$ cat config.mk
export PLATFORM = sky130hd
export DESIGN_NAME = rcb_config_bank
export DESIGN_NICKNAME = d
export VERILOG_FILES = /design/src/common/rcb_pkg.sv /design/src/design/rcb_config_bank.sv
export SDC_FILE = /design/constraint.sdc
export NUM_CORES = 1
export LEC_CHECK = 0
export BUFFER_PORTS_ARGS = -buffer_cell sky130_fd_sc_hd__buf_2
export CORE_ASPECT_RATIO = 1.75
export CORE_MARGIN = 2
export CORE_UTILIZATION = 35
export DETAILED_ROUTE_END_ITERATION = 16
export HOLD_SLACK_MARGIN = 0.12
export PLACE_DENSITY = 0.62
export SLEW_MARGIN = 20
export SYNTH_ARGS = -nofsm -noshare
export SYNTH_HDL_FRONTEND = slang
export SYNTH_SLANG_ARGS = --single-unit
$ cat constraint.sdc
create_clock -name sys_clk_i -period 4.87 [get_ports sys_clk_i]
set_input_delay 0.7305 -clock sys_clk_i [delete_from_list [all_inputs] [get_ports sys_clk_i]]
set_output_delay 0.7305 -clock sys_clk_i [all_outputs]
set_load 0.005 [all_outputs]
$ cat src/common/rcb_pkg.sv
// Purpose: constants and types of the regulator configuration command bank
// Assumes: command frames are decoded upstream; one command word per request
// Notes on behaviour
// - slew select holds only 0.203, 1.953, 2.9218, 9.375 mV/us; reset 0.203
// - loop scale holds only 0.25, 0.5 or 1; reset is 0.5
// - multiphase role is standalone, leader, follower 0 or 180; reset standalone
// - peak overcurrent reaction: two ignores, latch-off, hiccup; reset latch-off
// - input overvoltage reaction four choices, reset recovery; level 18 to 24 V, 2 V
// - high side peak limit 1 A to 31 A, default 25 A
// - low side negative peak limit 5 A to 12 A, default 8 A
// - average current warning 62.5 mA steps over 1 A to 64 A, default 13 A
package rcb_pkg;

  localparam int NREG = 24;
  localparam int IW   = 5;

  // register indices used by the legality checks; IX_NONE marks an unmapped code
  localparam logic [IW-1:0] IX_SLEW  = 5'h03;
  localparam logic [IW-1:0] IX_LOOP  = 5'h04;
  localparam logic [IW-1:0] IX_ROLE  = 5'h08;
  localparam logic [IW-1:0] IX_OCRSP = 5'h0D;
  localparam logic [IW-1:0] IX_AVGW  = 5'h0E;
  localparam logic [IW-1:0] IX_NEGPK = 5'h0F;
  localparam logic [IW-1:0] IX_PEAK  = 5'h0C;
  localparam logic [IW-1:0] IX_VOVL  = 5'h13;
  localparam logic [IW-1:0] IX_VORSP = 5'h14;
  localparam logic [IW-1:0] IX_NONE  = 5'h1F;

  // command codes, in index order
  localparam logic [7:0] CMD_CODE [NREG] = '{
    8'h24, 8'h25, 8'h26, 8'h27, 8'h29, 8'h33, 8'h35, 8'h36,
    8'h37, 8'h41, 8'h43, 8'h45, 8'h46, 8'h47, 8'h4A, 8'h4B,
    8'h4F, 8'h50, 8'h51, 8'h55, 8'h56, 8'h60, 8'h61, 8'h62};

  // reset values, in index order
  localparam logic [15:0] RST_VAL [NREG] = '{
    16'h0B00, 16'h06CD, 16'h0667, 16'hD00D, 16'hF002, 16'h092C, 16'hF80C, 16'hF80B,
    16'h0000, 16'h0040, 16'h0067, 16'h0040, 16'h0019, 16'h0080, 16'hE0D0, 16'h0008,
    16'h008C, 16'h00C0, 16'h0073, 16'h080A, 16'h00C0, 16'h0001, 16'h0005, 16'h0806};

  // one marks a byte wide register
  localparam logic [NREG-1:0] BYTE_REG = 24'h122A00;

  // slew options, linear format with 2^-6 scale
  localparam logic [15:0] SLEW_0203 = 16'hD00D;
  localparam logic [15:0] SLEW_1953 = 16'hD07D;
  localparam logic [15:0] SLEW_2922 = 16'hD0BB;
  localparam logic [15:0] SLEW_9375 = 16'hD258;
  // loop scale options, 2^-2 scale
  localparam logic [15:0] LOOP_Q25  = 16'hF001;
  localparam logic [15:0] LOOP_Q50  = 16'hF002;
  localparam logic [15:0] LOOP_Q100 = 16'hF004;
  // highest multiphase role code
  localparam logic [15:0] ROLE_MAX  = 16'h0003;
  // reaction codes keep the choice in bits 7:6 only
  localparam logic [15:0] RSP_MASK  = 16'hFF3F;
  // input overvoltage level: 2 V units, 18 V to 24 V
  localparam logic [15:0] VOV_MIN   = 16'h0809;
  localparam logic [15:0] VOV_MAX   = 16'h080C;
  // peak limits in whole amperes
  localparam logic [15:0] PEAK_MIN  = 16'h0001;
  localparam logic [15:0] PEAK_MAX  = 16'h001F;
  localparam logic [15:0] NEG_MIN   = 16'h0005;
  localparam logic [15:0] NEG_MAX   = 16'h000C;
  // average warning, 1/16 A units, 1 A to 64 A
  localparam logic [15:0] AVG_MIN   = 16'hE010;
  localparam logic [15:0] AVG_MAX   = 16'hE400;
  localparam logic [4:0]  AVG_EXP   = 5'h1C;

  typedef enum logic [1:0] {
    RCB_ROLE_ALONE,
    RCB_ROLE_LEADER,
    RCB_ROLE_FOLLOW0,
    RCB_ROLE_FOLLOW180
  } rcb_role_e;

  // settings handed to the regulator core
  typedef struct packed {
    logic [15:0] output_voltage_ceiling;
    logic [15:0] output_margin_upper_level;
    logic [15:0] output_margin_lower_level;
    logic [15:0] output_slew_rate_select;
    logic [15:0] feedback_loop_scale;
    logic [15:0] switching_frequency_set;
    logic [15:0] input_turn_on_threshold;
    logic [15:0] input_turn_off_threshold;
    rcb_role_e   multiphase_role_select;
    logic [7:0]  output_overvoltage_reaction;
    logic [15:0] output_undervoltage_warn_level;
    logic [7:0]  output_undervoltage_reaction;
    logic [15:0] peak_overcurrent_level;
    logic [7:0]  peak_overcurrent_reaction;
    logic [15:0] average_current_warn_level;
    logic [15:0] negative_peak_current_level;
    logic [15:0] overtemperature_fault_level;
    logic [7:0]  overtemperature_reaction;
    logic [15:0] overtemperature_warn_level;
    logic [15:0] input_overvoltage_level;
    logic [7:0]  input_overvoltage_reaction;
    logic [15:0] startup_delay_time;
    logic [15:0] startup_rise_time;
    logic [15:0] startup_timeout_level;
  } rcb_cfg_s;

endpackage

$ cat src/design/rcb_config_bank.sv
// Purpose: configuration command words of the buck regulator, read and written by code
// Assumes: frame logic delivers one-cycle read or write strobes with command code
// Notes: answer one cycle after the strobe; illegal values leave the word unchanged
`timescale 1ns/1ps
module rcb_config_bank
  import rcb_pkg::*;
(
  // clock and reset
  input  wire logic        sys_clk_i,
  input  wire logic        rst_i,
  // command requests from frame logic
  input  wire logic        cmd_wr_i,
  input  wire logic        cmd_rd_i,
  input  wire logic [7:0]  cmd_code_i,
  input  wire logic [15:0] cmd_wdata_i,
  // answer to frame logic
  output logic             cmd_ack_o,
  output logic [15:0]      cmd_rdata_o,
  // communication error flag and its clear
  input  wire logic        cml_clear_i,
  output logic             cml_error_o,
  // settings to the regulator core
  output rcb_cfg_s         cfg_o
);

  // map a command code to its register index
  function automatic logic [IW-1:0] find_reg(input logic [7:0] code);
    logic [IW-1:0] ix;
    ix = IX_NONE;
    for (int i = 0; i < NREG; i++) begin
      if (CMD_CODE[i] == code) begin
        ix = IW'(i);
      end
    end
    return ix;
  endfunction

  // check a value against the option set or range of its register
  function automatic logic value_ok(input logic [IW-1:0] ix, input logic [15:0] v);
    logic ok;
    ok = 1'b1;
    unique case (ix)
      IX_SLEW:  ok = (v == SLEW_0203) || (v == SLEW_1953) ||
                     (v == SLEW_2922) || (v == SLEW_9375);
      IX_LOOP:  ok = (v == LOOP_Q25) || (v == LOOP_Q50) || (v == LOOP_Q100);
      IX_ROLE:  ok = (v <= ROLE_MAX);
      IX_OCRSP: ok = ((v & RSP_MASK) == 16'h0000);
      IX_VORSP: ok = ((v & RSP_MASK) == 16'h0000);
      IX_VOVL:  ok = (v >= VOV_MIN) && (v <= VOV_MAX);
      IX_PEAK:  ok = (v >= PEAK_MIN) && (v <= PEAK_MAX);
      IX_NEGPK: ok = (v >= NEG_MIN) && (v <= NEG_MAX);
      IX_AVGW:  ok = (v[15:11] == AVG_EXP) && (v >= AVG_MIN) && (v <= AVG_MAX);
      default:  ok = 1'b1;
    endcase
    return ok;
  endfunction

  logic [15:0]   word_reg [NREG];
  logic [15:0]   rdata_reg;
  logic          ack_reg;
  logic          err_reg;

  // request decode
  wire  [IW-1:0] req_ix   = find_reg(cmd_code_i);
  wire           req_hit  = (req_ix != IX_NONE);
  wire  [15:0]   wr_val   = BYTE_REG[req_ix] ? {8'h00, cmd_wdata_i[7:0]} : cmd_wdata_i;
  wire           wr_legal = req_hit && value_ok(req_ix, wr_val);
  wire           wr_do    = cmd_wr_i && wr_legal;
  wire           rd_do    = cmd_rd_i && !cmd_wr_i;
  wire           bad_req  = (cmd_wr_i && !wr_legal) || (rd_do && !req_hit);
  wire  [15:0]   rd_val   = req_hit ? word_reg[req_ix] : 16'h0000;

  // keep old word on illegal write
  always_ff @(posedge sys_clk_i) begin
    for (int i = 0; i < NREG; i++) begin
      if (rst_i) begin
        word_reg[i] <= RST_VAL[i];
      end else if (wr_do && (req_ix == IW'(i))) begin
        word_reg[i] <= wr_val;
      end
    end
  end

  // answer strobe and read data
  always_ff @(posedge sys_clk_i) begin
    if (rst_i) begin
      ack_reg   <= 1'b0;
      rdata_reg <= 16'h0000;
    end else begin
      ack_reg   <= cmd_wr_i || cmd_rd_i;
      rdata_reg <= rd_do ? rd_val : rdata_reg;
    end
  end

  // sticky error, new error beats clear
  always_ff @(posedge sys_clk_i) begin
    if (rst_i) begin
      err_reg <= 1'b0;
    end else if (bad_req) begin
      err_reg <= 1'b1;
    end else if (cml_clear_i) begin
      err_reg <= 1'b0;
    end
  end

  assign cmd_ack_o   = ack_reg;
  assign cmd_rdata_o = rdata_reg;
  assign cml_error_o = err_reg;

  // settings fan-out
  assign cfg_o.output_voltage_ceiling         = word_reg[0];
  assign cfg_o.output_margin_upper_level      = word_reg[1];
  assign cfg_o.output_margin_lower_level      = word_reg[2];
  assign cfg_o.output_slew_rate_select        = word_reg[IX_SLEW];
  assign cfg_o.feedback_loop_scale            = word_reg[IX_LOOP];
  assign cfg_o.switching_frequency_set        = word_reg[5];
  assign cfg_o.input_turn_on_threshold        = word_reg[6];
  assign cfg_o.input_turn_off_threshold       = word_reg[7];
  assign cfg_o.multiphase_role_select         = rcb_role_e'(word_reg[IX_ROLE][1:0]);
  assign cfg_o.output_overvoltage_reaction    = word_reg[9][7:0];
  assign cfg_o.output_undervoltage_warn_level = word_reg[10];
  assign cfg_o.output_undervoltage_reaction   = word_reg[11][7:0];
  assign cfg_o.peak_overcurrent_level         = word_reg[IX_PEAK];
  assign cfg_o.peak_overcurrent_reaction      = word_reg[IX_OCRSP][7:0];
  assign cfg_o.average_current_warn_level     = word_reg[IX_AVGW];
  assign cfg_o.negative_peak_current_level    = word_reg[IX_NEGPK];
  assign cfg_o.overtemperature_fault_level    = word_reg[16];
  assign cfg_o.overtemperature_reaction       = word_reg[17][7:0];
  assign cfg_o.overtemperature_warn_level     = word_reg[18];
  assign cfg_o.input_overvoltage_level        = word_reg[IX_VOVL];
  assign cfg_o.input_overvoltage_reaction     = word_reg[IX_VORSP][7:0];
  assign cfg_o.startup_delay_time             = word_reg[21];
  assign cfg_o.startup_rise_time              = word_reg[22];
  assign cfg_o.startup_timeout_level          = word_reg[23];
endmodule // rcb_config_bank

==> impl_metrics.tcl <==
set metrics [dict create \
    status "completed" \
    slowest_delay_ns 0.82 \
    grt_pass1_wl_um 122300 \
    yosysMostFrequentCell "edfxtp_1" \
    vias 17140 \
    yosysSeqAreaShare_pct 62.17 \
    drive_gt1_share_pct 27.85 \
    cts_hold_buffers 0 \
    dieArea_um2 56610 \
    endpoint_kind "flip-flop" \
    cp_slowest_cell "a2111oi_0" \
    hold_violations 0 \
    grt.overflow.total 0 \
    peakVddDrop_mv 0.3084 \
    cp_data_required_time_ns 5.36 \
    min_period_ns 4.114 \
    dr.pass1.iters 6 \
    synth_flop_cell "edfxtp_1" \
    crit_chain "buf_2 > nor4b_2 > buf_4 > nand3b_1 > a2bb2oi_1 > a21o_4 > buf_4 > nand2_1 > nand3_1 > o21ai_0 > a2111oi_0 > buf_4 > a211o_1" \
    area_delta_synth_final_pct 23.53 \
    ys_warn_count 0 \
    dieWidth_um 180.7 \
    ant_nets 0 \
    synthDominantCellAreaShare_pct 60.28 \
    clkSinkCount 402 \
    cts-resized-gates 0 \
    post_drt_via_cell_ratio 5.839 \
    seq_area_um2 11890 \
    cts.path.max_buffers 3 \
    synth.largest_area_cell "edfxtp_1" \
    grt_pass1_vias 16340 \
    cp_max_fo 73 \
    power.leakage_uw 0.009291 \
    max_cap_violations 0 \
    routed_wirelength_um 88870 \
    ios 377 \
    ys_types 77 \
    synth-seq-cells 402 \
    slew_headroom_pct 22.06 \
    setup_violations 0 \
    cp-start-kind "input port" \
    ctsHtreeMaxLevel 2 \
    fin_skew_ns 0.02782 \
    clock_latency_ns 0.57 \
    synth_cells 1746 \
    netlist_area_um2 19130 \
    drt-initial-drc-count 2381 \
    worst_pin_slew_ns 1.164 \
    synth.avg_cell_area_um2 10.96 \
    dp_hpwl_um 66230 \
    place_congestion 1.018 \
    crit_type "in -> reg" \
    clk_root_buffer_cell "clkbuf_16" \
    fillCellCount 5198 \
    rows 113 \
    slew_viol_final 0 \
    place_inst 2868 \
    finalCritPeriodShare_pct 84.49 \
    hp-class "in -> reg" \
    power_density_nw_per_um2 339.5 \
    synthArstFlopShare_pct 0 \
    final_nets 2246 \
    cts_setup_buffers 0 \
    cp_num_buf_inv 4 \
    stdcell_count 2935 \
    setup-tns-final_ns 0 \
    synth.area.top_cells "edfxtp_1 (60%), nand2_1 (6.9%), nand3_1 (4.1%)" \
    io_buffers 376 \
    multi_input_area_um2 6874 \
    post-route-drc-count 0 \
    crit_family "compound AO/OA/AOI/OAI gates" \
    rsz0062_at_grt "false" \
    tritoncts.num_buffers 37 \
    crit_path_frequent_cell "buf_4" \
    die_h_um 313.3 \
    core-area_um2 54150 \
    antenna_found_initial 3 \
    grt_start_max_net_pins 91 \
    clk_pin_slew_ns 0.07 \
    max_freq_mhz 243.0 \
    initial_utilization_pct 35.32 \
    synth_edf_count 384 \
    arrival_ns 4.60 \
    largest_reg_flops 384 \
    synth_common_cells "edfxtp_1 (384), nand2_1 (353), nand3_1 (156)" \
    wl_per_cell_um 30.28 \
    cts_tree "done" \
    grt_usage_pct 30.40 \
]
-- worst register-to-register path: cells and delay by family, from the launching register on --
family,cells,cell delay [ns]
flops,1,0.42
buf+inv,1,0.21
simple gates,1,0.17
compound gates,5,1.30
-- logic make-up after synthesis --
group           after synthesis  share of synthesized area (%)
flops                       402                          62.17
xor+xnor                      3                         0.1374
other cells                   2                        0.03926
buf+inv                     191                          4.991
mux                          26                          1.518
compound gates              241                          8.589
simple gates                881                          22.56
-- final cells by class --
type,count,share of cell area [%]
sequential,402,50.32
tap,690,3.653
clock buffer,47,4.209
timing repair buffer,488,11.79
multi-input combinational,1279,29.09
antenna,1,0.01059
clock inverter,19,0.7836
inverter,9,0.1430
-- layer usage --
metal | share of wire, % | global-route usage [%] | vias up
met2 | 48 | 50.30 | 1356
met1 | 32 | 34.21 | 8292
met4 | 9.8 | 24.56 | 2
li1 | - | - | 7205
met5 | 0.014 | 0 | -
met3 | 9.9 | 5.658 | 281
-- path summary, 6_finish.rpt --
| path | to | depth (start not counted) | start | slack [ns] |
|---|---|---|---|---|
| worst min register to register | cmd_rdata_o[11] | 1 | cmd_rdata_o[11] | 0.46 |
| worst max register to register | cmd_rdata_o[5] | 7 | word_reg[21][5] | 2.62 |
| worst min-delay path | cmd_ack_o | 2 | rst_i | 0.46 |
| worst max-delay path | cmd_rdata_o[11] | 13 | cmd_code_i[3] | 0.76 |
-- report_power, final --
group / switching [uW] / internal (uW)
logic: 607 / 283
registers: 173 / 4000
clock network: 1380 / 1580
-- stage by stage --
stage	total power [uW]	util (%)	instance area (um^2)	setup slack, ns	hold slack [ns]
after CTS	8002	43.63	23630	0.9304	0.4396
after floorplan	4555	-	19600	0.2036	0.4606
final	8023	43.64	23630	0.7556	0.4575
after global placement	5094	41.45	22450	0.4250	0.4532
after global routing	8187	43.63	23630	0.5652	0.4688
after detailed placement	5100	41.45	22450	0.3669	0.4523
-- cell usage in the layout (no fill, tap or decap), drive strengths merged, types with 10 or more instances in the layout --
master,n
buf,488
or3,29
edfxtp,384
a2bb2oi,13
clkbuf,47
inv,10
nor2,117
dfxtp,18
nor3,63
a311oi,18
and3,71
nand4,16
clkinv,14
conb,128
nand2,354
nand3,156
mux2,24
nor4,19
o21ai,61
a211oi,20
o31ai,21
a21oi,39
a221o,11
a31oi,20
Power figures use the tool's default switching activity.
